===== src/rcwg_params.svh =====
// constants for the receive condition write guard
//
// Summary of operation
// host reads condition A before writing it
// read of condition A loads snapshot A
// mismatching A bits blocked, inhibit flag raised
// read of condition B loads snapshot B
// mismatching B bits blocked, inhibit flag raised
// snapshot A at 1Ch, always read/write
// snapshot B at 1Dh, always read/write
// snapshot B bit 7 guards reserved bit
// matching bits take written value, per bit
`ifndef RCWG_PARAMS_SVH
`define RCWG_PARAMS_SVH

// ----------------------------------------------------------------
// control bus addresses
// ----------------------------------------------------------------
`define RCWG_ADDR_W 6
`define RCWG_ADDR_SNAP_A 6'h1C
`define RCWG_ADDR_SNAP_B 6'h1D
`define RCWG_ADDR_COND_A 6'h0A
`define RCWG_ADDR_COND_B 6'h0B

// ----------------------------------------------------------------
// data layout and reset values
// ----------------------------------------------------------------
`define RCWG_DATA_W 8
`define RCWG_SNAP_A_RST 8'h00
`define RCWG_SNAP_B_RST 8'h00
`define RCWG_RDATA_RST 8'h00
`define RCWG_RESV_BIT_B 7

`endif


===== src/rcwg_pkg.sv =====
// types for the receive condition write guard
package rcwg_pkg;

    // one control bus access, valid for a single cycle
    typedef struct packed {
        logic sel;
        logic wr;
        logic [5:0] addr;
        logic [7:0] wdata;
    } rcwg_cbus_req_t;

    // guarded write handed to a receive condition register
    typedef struct packed {
        logic wr;
        logic [7:0] mask;
        logic [7:0] data;
    } rcwg_cond_wr_t;

    // decoded access kind
    typedef enum logic [2:0] {
        RCWG_ACC_NONE = 3'b000,
        RCWG_ACC_RD_COND = 3'b001,
        RCWG_ACC_WR_COND = 3'b010,
        RCWG_ACC_RD_SNAP = 3'b011,
        RCWG_ACC_WR_SNAP = 3'b100
    } rcwg_acc_t;

endpackage


===== src/rcwg_guard.sv =====
// read-before-write guard for receive condition registers a and b
`timescale 1ns/1ps
`default_nettype none
`include "rcwg_params.svh"

module rcwg_guard (
    input wire logic clk_in,
    input wire logic rstn_in,
    input wire rcwg_pkg::rcwg_cbus_req_t cbus_req_in,
    input wire logic [7:0] rcv_a_in,
    input wire logic [7:0] rcv_b_in,
    output logic [7:0] rdata_out,
    output logic rdata_hit_out,
    output rcwg_pkg::rcwg_cond_wr_t rcv_a_wr_out,
    output rcwg_pkg::rcwg_cond_wr_t rcv_b_wr_out,
    output logic write_inhibit_set_out
);

    // ------------------------------------------------------------
    // state
    // ------------------------------------------------------------
    logic [7:0] receive_cond_a_snapshot;
    logic [7:0] receive_cond_b_snapshot;
    logic [7:0] mismatch_a;
    logic [7:0] mismatch_b;
    logic [7:0] next_data_a;
    logic [7:0] next_data_b;
    logic hit_a;
    logic hit_b;
    logic hit_snap_a;
    logic hit_snap_b;
    rcwg_pkg::rcwg_acc_t acc_a;
    rcwg_pkg::rcwg_acc_t acc_b;

    // ------------------------------------------------------------
    // address decode
    // ------------------------------------------------------------
    assign hit_a = cbus_req_in.sel &&
                   (cbus_req_in.addr == `RCWG_ADDR_COND_A);
    assign hit_b = cbus_req_in.sel &&
                   (cbus_req_in.addr == `RCWG_ADDR_COND_B);
    assign hit_snap_a = cbus_req_in.sel &&
                        (cbus_req_in.addr == `RCWG_ADDR_SNAP_A);
    assign hit_snap_b = cbus_req_in.sel &&
                        (cbus_req_in.addr == `RCWG_ADDR_SNAP_B);

    always_comb begin
        if (hit_a) begin
            acc_a = cbus_req_in.wr ? rcwg_pkg::RCWG_ACC_WR_COND :
                                     rcwg_pkg::RCWG_ACC_RD_COND;
        end else if (hit_snap_a) begin
            acc_a = cbus_req_in.wr ? rcwg_pkg::RCWG_ACC_WR_SNAP :
                                     rcwg_pkg::RCWG_ACC_RD_SNAP;
        end else begin
            acc_a = rcwg_pkg::RCWG_ACC_NONE;
        end
    end

    always_comb begin
        if (hit_b) begin
            acc_b = cbus_req_in.wr ? rcwg_pkg::RCWG_ACC_WR_COND :
                                     rcwg_pkg::RCWG_ACC_RD_COND;
        end else if (hit_snap_b) begin
            acc_b = cbus_req_in.wr ? rcwg_pkg::RCWG_ACC_WR_SNAP :
                                     rcwg_pkg::RCWG_ACC_RD_SNAP;
        end else begin
            acc_b = rcwg_pkg::RCWG_ACC_NONE;
        end
    end

    // ------------------------------------------------------------
    // bit merge
    // ------------------------------------------------------------
    // live bits differing from snapshot a
    assign mismatch_a = rcv_a_in ^ receive_cond_a_snapshot;
    // live bits differing from snapshot b
    // bit 7 guards the reserved bit too
    assign mismatch_b = rcv_b_in ^ receive_cond_b_snapshot;
    // per-bit keep or take
    assign next_data_a = (rcv_a_in & mismatch_a) |
                         (cbus_req_in.wdata & ~mismatch_a);
    assign next_data_b = (rcv_b_in & mismatch_b) |
                         (cbus_req_in.wdata & ~mismatch_b);

    // ------------------------------------------------------------
    // snapshot a
    // ------------------------------------------------------------
    always_ff @(posedge clk_in or negedge rstn_in) begin
        if (!rstn_in) begin
            receive_cond_a_snapshot <= `RCWG_SNAP_A_RST;
        end else begin
            case (acc_a)
                // read of condition a copies it
                rcwg_pkg::RCWG_ACC_RD_COND: begin
                    receive_cond_a_snapshot <= rcv_a_in;
                end
                // direct write at 1Ch
                rcwg_pkg::RCWG_ACC_WR_SNAP: begin
                    receive_cond_a_snapshot <= cbus_req_in.wdata;
                end
                default: begin
                    receive_cond_a_snapshot <= receive_cond_a_snapshot;
                end
            endcase
        end
    end

    // ------------------------------------------------------------
    // snapshot b
    // ------------------------------------------------------------
    always_ff @(posedge clk_in or negedge rstn_in) begin
        if (!rstn_in) begin
            receive_cond_b_snapshot <= `RCWG_SNAP_B_RST;
        end else begin
            case (acc_b)
                // read of condition b copies it
                rcwg_pkg::RCWG_ACC_RD_COND: begin
                    receive_cond_b_snapshot <= rcv_b_in;
                end
                // direct write at 1Dh
                rcwg_pkg::RCWG_ACC_WR_SNAP: begin
                    receive_cond_b_snapshot <= cbus_req_in.wdata;
                end
                default: begin
                    receive_cond_b_snapshot <= receive_cond_b_snapshot;
                end
            endcase
        end
    end

    // ------------------------------------------------------------
    // snapshot read-back
    // ------------------------------------------------------------
    always_ff @(posedge clk_in or negedge rstn_in) begin
        if (!rstn_in) begin
            rdata_out <= `RCWG_RDATA_RST;
            rdata_hit_out <= 1'b0;
        end else begin
            // snapshot a always readable
            if (acc_a == rcwg_pkg::RCWG_ACC_RD_SNAP) begin
                rdata_out <= receive_cond_a_snapshot;
                rdata_hit_out <= 1'b1;
            // snapshot b always readable
            end else if (acc_b == rcwg_pkg::RCWG_ACC_RD_SNAP) begin
                rdata_out <= receive_cond_b_snapshot;
                rdata_hit_out <= 1'b1;
            end else begin
                rdata_out <= `RCWG_RDATA_RST;
                rdata_hit_out <= 1'b0;
            end
        end
    end

    // ------------------------------------------------------------
    // guarded writes
    // ------------------------------------------------------------
    always_ff @(posedge clk_in or negedge rstn_in) begin
        if (!rstn_in) begin
            rcv_a_wr_out <= '0;
        end else begin
            // blocked bits leave the mask
            rcv_a_wr_out.wr <= (acc_a == rcwg_pkg::RCWG_ACC_WR_COND);
            rcv_a_wr_out.mask <= ~mismatch_a;
            rcv_a_wr_out.data <= next_data_a;
        end
    end

    always_ff @(posedge clk_in or negedge rstn_in) begin
        if (!rstn_in) begin
            rcv_b_wr_out <= '0;
        end else begin
            // blocked bits leave the mask
            rcv_b_wr_out.wr <= (acc_b == rcwg_pkg::RCWG_ACC_WR_COND);
            rcv_b_wr_out.mask <= ~mismatch_b;
            rcv_b_wr_out.data <= next_data_b;
        end
    end

    always_ff @(posedge clk_in or negedge rstn_in) begin
        if (!rstn_in) begin
            write_inhibit_set_out <= 1'b0;
        end else begin
            // inhibit flag on any blocked bit
            write_inhibit_set_out <=
                ((acc_a == rcwg_pkg::RCWG_ACC_WR_COND) && |mismatch_a) ||
                ((acc_b == rcwg_pkg::RCWG_ACC_WR_COND) && |mismatch_b);
        end
    end

    // ------------------------------------------------------------
    // checks
    // ------------------------------------------------------------
    property p_snap_a_load;
        @(posedge clk_in) disable iff (!rstn_in)
        (cbus_req_in.sel && !cbus_req_in.wr &&
         cbus_req_in.addr == `RCWG_ADDR_COND_A)
        |=> receive_cond_a_snapshot == $past(rcv_a_in);
    endproperty
    a_snap_a_load: assert property (p_snap_a_load)
        else $error("snapshot a not loaded on read");

    property p_snap_b_load;
        @(posedge clk_in) disable iff (!rstn_in)
        (cbus_req_in.sel && !cbus_req_in.wr &&
         cbus_req_in.addr == `RCWG_ADDR_COND_B)
        |=> receive_cond_b_snapshot == $past(rcv_b_in);
    endproperty
    a_snap_b_load: assert property (p_snap_b_load)
        else $error("snapshot b not loaded on read");

    property p_inhibit_a;
        @(posedge clk_in) disable iff (!rstn_in)
        (cbus_req_in.sel && cbus_req_in.wr &&
         cbus_req_in.addr == `RCWG_ADDR_COND_A &&
         rcv_a_in != receive_cond_a_snapshot)
        |=> write_inhibit_set_out ##1
            (!write_inhibit_set_out ||
             $past(cbus_req_in.sel && cbus_req_in.wr));
    endproperty
    a_inhibit_a: assert property (p_inhibit_a)
        else $error("inhibit flag not raised for a");

    property p_mask_b;
        @(posedge clk_in) disable iff (!rstn_in)
        (cbus_req_in.sel && cbus_req_in.wr &&
         cbus_req_in.addr == `RCWG_ADDR_COND_B)
        |=> rcv_b_wr_out.wr &&
            rcv_b_wr_out.mask ==
                ~($past(rcv_b_in) ^ $past(receive_cond_b_snapshot)) &&
            (write_inhibit_set_out == (rcv_b_wr_out.mask != 8'hFF));
    endproperty
    a_mask_b: assert property (p_mask_b)
        else $error("guarded write b mask wrong");

    property p_snap_a_rw;
        @(posedge clk_in) disable iff (!rstn_in)
        (cbus_req_in.sel && cbus_req_in.wr &&
         cbus_req_in.addr == `RCWG_ADDR_SNAP_A)
        ##1 (cbus_req_in.sel && !cbus_req_in.wr &&
             cbus_req_in.addr == `RCWG_ADDR_SNAP_A)
        |=> rdata_hit_out && rdata_out == $past(cbus_req_in.wdata, 2);
    endproperty
    a_snap_a_rw: assert property (p_snap_a_rw)
        else $error("snapshot a write then read mismatch");

    property p_snap_b_rd;
        @(posedge clk_in) disable iff (!rstn_in)
        (cbus_req_in.sel && !cbus_req_in.wr &&
         cbus_req_in.addr == `RCWG_ADDR_SNAP_B)
        |=> rdata_hit_out && rdata_out == $past(receive_cond_b_snapshot);
    endproperty
    a_snap_b_rd: assert property (p_snap_b_rd)
        else $error("snapshot b read-back wrong");

    property p_resv_b;
        @(posedge clk_in) disable iff (!rstn_in)
        (cbus_req_in.sel && cbus_req_in.wr &&
         cbus_req_in.addr == `RCWG_ADDR_COND_B &&
         rcv_b_in[`RCWG_RESV_BIT_B] !=
             receive_cond_b_snapshot[`RCWG_RESV_BIT_B])
        |=> !rcv_b_wr_out.mask[`RCWG_RESV_BIT_B] && write_inhibit_set_out;
    endproperty
    a_resv_b: assert property (p_resv_b)
        else $error("reserved bit of b not guarded");

    property p_merge_a;
        @(posedge clk_in) disable iff (!rstn_in)
        (cbus_req_in.sel && cbus_req_in.wr &&
         cbus_req_in.addr == `RCWG_ADDR_COND_A)
        |=> rcv_a_wr_out.data ==
            (($past(cbus_req_in.wdata) & rcv_a_wr_out.mask) |
             ($past(rcv_a_in) & ~rcv_a_wr_out.mask));
    endproperty
    a_merge_a: assert property (p_merge_a)
        else $error("merged data for a wrong");

endmodule
`default_nettype wire


===== config.mk =====
export PLATFORM = sky130hd
export DESIGN_NAME = rcwg_guard
export DESIGN_NICKNAME = d
export VERILOG_FILES = /design/src/rcwg_pkg.sv /design/src/rcwg_guard.sv
export VERILOG_INCLUDE_DIRS = /design/src /design/src/src
export SDC_FILE = /design/constraint.sdc
export NUM_CORES = 1
export LEC_CHECK = 0
export BUFFER_PORTS_ARGS = -buffer_cell sky130_fd_sc_hd__buf_2
export CAP_MARGIN = 25
export CELL_PAD_IN_SITES_DETAIL_PLACEMENT = 0
export CELL_PAD_IN_SITES_GLOBAL_PLACEMENT = 2
export CORE_MARGIN = 2
export CORE_UTILIZATION = 34
export DETAILED_ROUTE_END_ITERATION = 16
export PLACE_DENSITY = 0.83
export SLEW_MARGIN = 30
export SYNTH_ARGS = -nofsm -noshare
export SYNTH_HDL_FRONTEND = slang
export SYNTH_SLANG_ARGS = --single-unit
export TNS_END_PERCENT = 50

===== constraint.sdc =====
create_clock -name clk_in -period 2.05 [get_ports clk_in]
set_input_delay 0.205 -clock clk_in [delete_from_list [all_inputs] [get_ports clk_in]]
set_output_delay 0.205 -clock clk_in [all_outputs]
set_load 0.05 [all_outputs]

==> impl_results.html <==
<table>
<tr><th>Metric</th><th>Value</th></tr>
<tr><th colspan="2">Yosys</th></tr>
<tr><td>EDFF count, synth</td><td>0</td></tr>
<tr><td>Area leader, netlist</td><td>sky130_fd_sc_hd__dfrtp_1</td></tr>
<tr><td>Most numerous cell in the Yosys netlist</td><td>sky130_fd_sc_hd__dfrtp_1</td></tr>
<tr><td>Top cells by area, synth</td><td>sky130_fd_sc_hd__dfrtp_1 (60%), sky130_fd_sc_hd__mux2i_1 (9.7%), sky130_fd_sc_hd__xnor2_1 (5.6%), sky130_fd_sc_hd__nor2_1 (3.6%), sky130_fd_sc_hd__maj3_1 (3.2%)</td></tr>
<tr><td>Count of synthesis-stage warnings from yosys</td><td>0</td></tr>
<tr><td>Syn_nets</td><td>roughly 240</td></tr>
<tr><td>Fraction of synthesis flops using an asynchronous set or reset pin</td><td>1.00</td></tr>
<tr><td>Flip-flop and latch count after synthesis</td><td>60</td></tr>
<tr><td>Yosys top cell area share</td><td>0.604</td></tr>
<tr><td>Most frequent cells after synthesis</td><td>sky130_fd_sc_hd__dfrtp_1 (60), sky130_fd_sc_hd__mux2i_1 (24), sky130_fd_sc_hd__nor2_1 (24), sky130_fd_sc_hd__nand2_1 (17), sky130_fd_sc_hd__xnor2_1 (16)</td></tr>
<tr><td>Number of unique standard cell types used by synthesis</td><td>28</td></tr>
<tr><td>Fraction of the yosys area taken by sequential cells</td><td>0.604</td></tr>
<tr><td>Number of cells produced by synthesis</td><td>208</td></tr>
<tr><td>Per-instance average area after synthesis</td><td>12.0 sq um</td></tr>
<tr><td>Post-synth top flop</td><td>sky130_fd_sc_hd__dfrtp_1</td></tr>
<tr><td>Synth Cell Area</td><td>about 2500 sq um</td></tr>
<tr><th colspan="2">Critical path</th></tr>
<tr><td>Worst-path fanout max</td><td>4</td></tr>
<tr><td>Startpoint Class</td><td>register</td></tr>
<tr><td>Cells along the critical path</td><td>xnor2_1, nand4_1, o211ai_1, nand2_1</td></tr>
<tr><td>Slowest cell on the critical path</td><td>sky130_fd_sc_hd__dfrtp_1</td></tr>
<tr><td>Data required time at the worst endpoint</td><td>around 2300 ps</td></tr>
<tr><td>Top delay family on crit path</td><td>flip-flops</td></tr>
<tr><td>CP Class</td><td>register to register</td></tr>
<tr><td>Largest stage delay on the critical path</td><td>between 400 and 500 ps</td></tr>
<tr><td>Arrival time worst endpoint</td><td>roughly 1500 ps</td></tr>
<tr><td>Total buffers and inverters traversed by the critical path</td><td>0</td></tr>
<tr><td>Crit. End Element</td><td>register</td></tr>
<tr><th colspan="2">GRT</th></tr>
<tr><td>Vias in the first global route</td><td>1687</td></tr>
<tr><td>Routing usage on met3</td><td>0.0425</td></tr>
<tr><td>GRT Util Overall</td><td>0.150</td></tr>
<tr><td>Initial antenna violation count</td><td>0</td></tr>
<tr><td>Global route hottest layer</td><td>met2</td></tr>
<tr><td>Met1 track demand over resource</td><td>0.201</td></tr>
<tr><td>First-pass GRT wire length</td><td>8.66 mm</td></tr>
<tr><td>Pin count of the biggest net entering global routing</td><td>between 60 and 70</td></tr>
<tr><td>Total grt overflow</td><td>0</td></tr>
<tr><td>GRT met2 Usage</td><td>0.232</td></tr>
<tr><th colspan="2">Clock tree</th></tr>
<tr><td>TritonCTS clock tree</td><td>built</td></tr>
<tr><td>Number of post-CTS setup repair buffers</td><td>0</td></tr>
<tr><td>Clock net sink count</td><td>60</td></tr>
<tr><td>Num CTS Buffers</td><td>9</td></tr>
<tr><td>Clk slew on worst S/H paths</td><td>60 ps</td></tr>
<tr><td>Cells resized by post-CTS repair</td><td>0</td></tr>
<tr><td>Clock root buffer</td><td>sky130_fd_sc_hd__clkbuf_8</td></tr>
<tr><td>Hold-fix buffers at CTS</td><td>1</td></tr>
<tr><td>H-Tree Depth</td><td>3</td></tr>
<tr><td>Clock latency reported for the late side of the worst-skew pair</td><td>~330 ps</td></tr>
<tr><td>Max clock buf depth</td><td>2</td></tr>
<tr><th colspan="2">Power</th></tr>
<tr><td>Total power</td><td>approximately 3300 uW</td></tr>
<tr><td>Static leakage</td><td>roughly 0.0016 uW</td></tr>
<tr><td>Max IR drop VDD</td><td>0.247 mV</td></tr>
<tr><td>Power density cells</td><td>between 1000 and 1500 nW/um^2</td></tr>
<tr><th colspan="2">Detailed routing</th></tr>
<tr><td>DRT Pass-1 Iters</td><td>4</td></tr>
<tr><td>Post-detailed-route via-to-cell ratio</td><td>~4.4</td></tr>
<tr><td>Number of remaining DRC errors</td><td>0</td></tr>
<tr><td>Number of nets with antenna violations after routing</td><td>0</td></tr>
<tr><td>WL per Instance</td><td>around 14 um</td></tr>
<tr><td>Total detailed-routing wirelength</td><td>5.59 mm</td></tr>
<tr><td>Violation count after the first detailed-routing iteration</td><td>between 60 and 70</td></tr>
<tr><td>DR vias</td><td>1760</td></tr>
<tr><th colspan="2">Timing</th></tr>
<tr><td>Portion of the clock cycle consumed by the worst path in the final layout</td><td>0.628</td></tr>
<tr><td>Tightest Pin Transition</td><td>approximately 630 ps</td></tr>
<tr><td>Final setup TNS</td><td>0 ps</td></tr>
<tr><td>Final Hold Viols</td><td>0</td></tr>
<tr><td>Clock Skew</td><td>approximately 4.1 ps</td></tr>
<tr><td>Count of endpoints failing setup in the final report</td><td>0</td></tr>
<tr><td>Shortest period the worst path allows</td><td>approximately 1300 ps</td></tr>
<tr><td>Slew Limit Headroom</td><td>0.582</td></tr>
<tr><td>Max Clock Freq</td><td>slightly below 800 MHz</td></tr>
<tr><td>RSZ-0062 raised after global routing</td><td>no</td></tr>
<tr><td>Pins over their slew limit</td><td>0</td></tr>
<tr><th colspan="2">Final layout</th></tr>
<tr><td>Diode count</td><td>0</td></tr>
<tr><td>Total number of nets in the final design</td><td>328</td></tr>
<tr><td>Sequential Area</td><td>1500 sq um</td></tr>
<tr><td>Synthesis-to-finish area growth</td><td>27.9%</td></tr>
<tr><td>Number of fill cells</td><td>712</td></tr>
<tr><td>Total area of multi-input combinational cells</td><td>915 sq um</td></tr>
<tr><td>Layout cells sized above 1</td><td>0.323</td></tr>
<tr><th colspan="2">Outcome</th></tr>
<tr><td>Outcome</td><td>complete, no violations</td></tr>
<tr><th colspan="2">Floorplanning</th></tr>
<tr><td>Floorplan die area</td><td>8010 sq um</td></tr>
<tr><td>Die X</td><td>89.5 um</td></tr>
<tr><td>Area of the placeable core</td><td>7180 sq um</td></tr>
<tr><td>Height of the die</td><td>89.5 um</td></tr>
<tr><td>Total number of placement rows</td><td>31</td></tr>
<tr><td>I/O pins</td><td>just under 80</td></tr>
<tr><td>Initial Util</td><td>0.346</td></tr>
<tr><th colspan="2">Min path</th></tr>
<tr><td>Type of the most critical hold path</td><td>input pin to register</td></tr>
<tr><th colspan="2">Run</th></tr>
<tr><td>Max-cap check violation count</td><td>0</td></tr>
<tr><th colspan="2">Place</th></tr>
<tr><td>Sum of net half-perimeters after detailed placement</td><td>roughly 4 mm</td></tr>
<tr><td>Global placement routability congestion</td><td>roughly 0.7</td></tr>
<tr><td>Input/output buffers</td><td>77</td></tr>
</table>
==> cell type report <==
cell class | count | share of cell area
inverters | 9 | 0.0106
well taps | 99 | 0.0390
flip-flops and latches | 60 | 0.472
clock inverters | 2 | 0.0110
repair buffers | 79 | 0.131
multi-input cells | 135 | 0.288
clock buffers | 12 | 0.0488
==> stage by stage <==
step / worst slack (ps) / util / hold WS (ps) / instances / area, sq um
final: 762 / 0.443 / 126 / 396 / 3180
after global routing: 634 / 0.443 / 122 / 396 / 3180
after CTS: 741 / 0.443 / 118 / 396 / 3180
after floorplan: 998 / - / -90.6 / 208 / 2490
after global placement: 528 / 0.415 / 231 / 381 / 2980
after detailed placement: 489 / 0.415 / 234 / 381 / 2980
==> state kept, by name, indices dropped and copies added, names as in the netlist <==
register and flops:
rcv_a_wr_out 17, rcv_b_wr_out 17, rdata_hit_out 1, rdata_out 8
receive_cond_a_snapshot 8, receive_cond_b_snapshot 8, write_inhibit_set_out 1
==> kinds of logic (layout without fill, tap and decap cells) <==
logic type,after synthesis,after routing,share of synthesized area
and+or+nand+nor,61,61,0.129
muxes,24,24,0.0966
AOI/OAI and AO/OA,26,26,0.0533
xor gates and xnor gates,16,16,0.0564
DFF,60,60,0.604
adders and majority gates,8,8,0.0322
buffers and inverters,13,102,0.0282
==> worst register-to-register path, stage by stage (launching register included) <==
cell                       delay, ps
sky130_fd_sc_hd__dfrtp_1         410
sky130_fd_sc_hd__xnor2_1         300
sky130_fd_sc_hd__nand4_1         190
sky130_fd_sc_hd__o211ai_1        200
sky130_fd_sc_hd__nand2_1          70
==> path summary, 6_finish.rpt <==
path	end	depth (start not counted)	slack, ps	startpoint
min in group asynchronous	rcv_b_wr_out[13]$_DFF_PN0_	3	420	rstn_in
max	write_inhibit_set_out$_DFF_PN0_	4	760	receive_cond_b_snapshot[2]$_DFFE_PN0P_
min reg2reg	rcv_b_wr_out[6]$_DFF_PN0_	1	540	receive_cond_b_snapshot[6]$_DFFE_PN0P_
min	rcv_b_wr_out[12]$_DFF_PN0_	2	130	rcv_b_in[4]
max reg2reg	write_inhibit_set_out$_DFF_PN0_	4	760	receive_cond_b_snapshot[2]$_DFFE_PN0P_
max in group asynchronous	rcv_b_wr_out[1]$_DFF_PN0_	3	1380	rstn_in
==> layer usage <==
metal  part of all wire  vias to the layer above
met5                  0                        -
li1                   -                      877
met1               0.46                      826
met2               0.48                       48
met3              0.048                        9
met4              0.016                        0
==> placed cells by master, fill, tap and decap left out, types with 2 or more instances in the layout <==
| cell | count |
|---|---|
| sky130_fd_sc_hd__buf_2 | 77 |
| sky130_fd_sc_hd__dfrtp_1 | 60 |
| sky130_fd_sc_hd__mux2i_1 | 24 |
| sky130_fd_sc_hd__nor2_1 | 24 |
| sky130_fd_sc_hd__nand2_1 | 17 |
| sky130_fd_sc_hd__xnor2_1 | 16 |
| sky130_fd_sc_hd__clkbuf_8 | 11 |
| sky130_fd_sc_hd__inv_1 | 9 |
| sky130_fd_sc_hd__o21ai_1 | 9 |
| sky130_fd_sc_hd__o21ai_0 | 8 |
| sky130_fd_sc_hd__maj3_1 | 8 |
| sky130_fd_sc_hd__a21oi_1 | 8 |
| sky130_fd_sc_hd__nand4_1 | 4 |
| sky130_fd_sc_hd__and3b_1 | 2 |
| sky130_fd_sc_hd__nand3b_1 | 2 |
| sky130_fd_sc_hd__nand2b_1 | 2 |
==> where the power goes <==
part | leakage [uW] | internal (uW) | switching, uW
registers | 0.000735 | 1350 | 92.8
logic | 0.000780 | 233 | 624
clock network | 0.0000983 | 613 | 421
No activity file was read; power rests on OpenSTA's default activity.
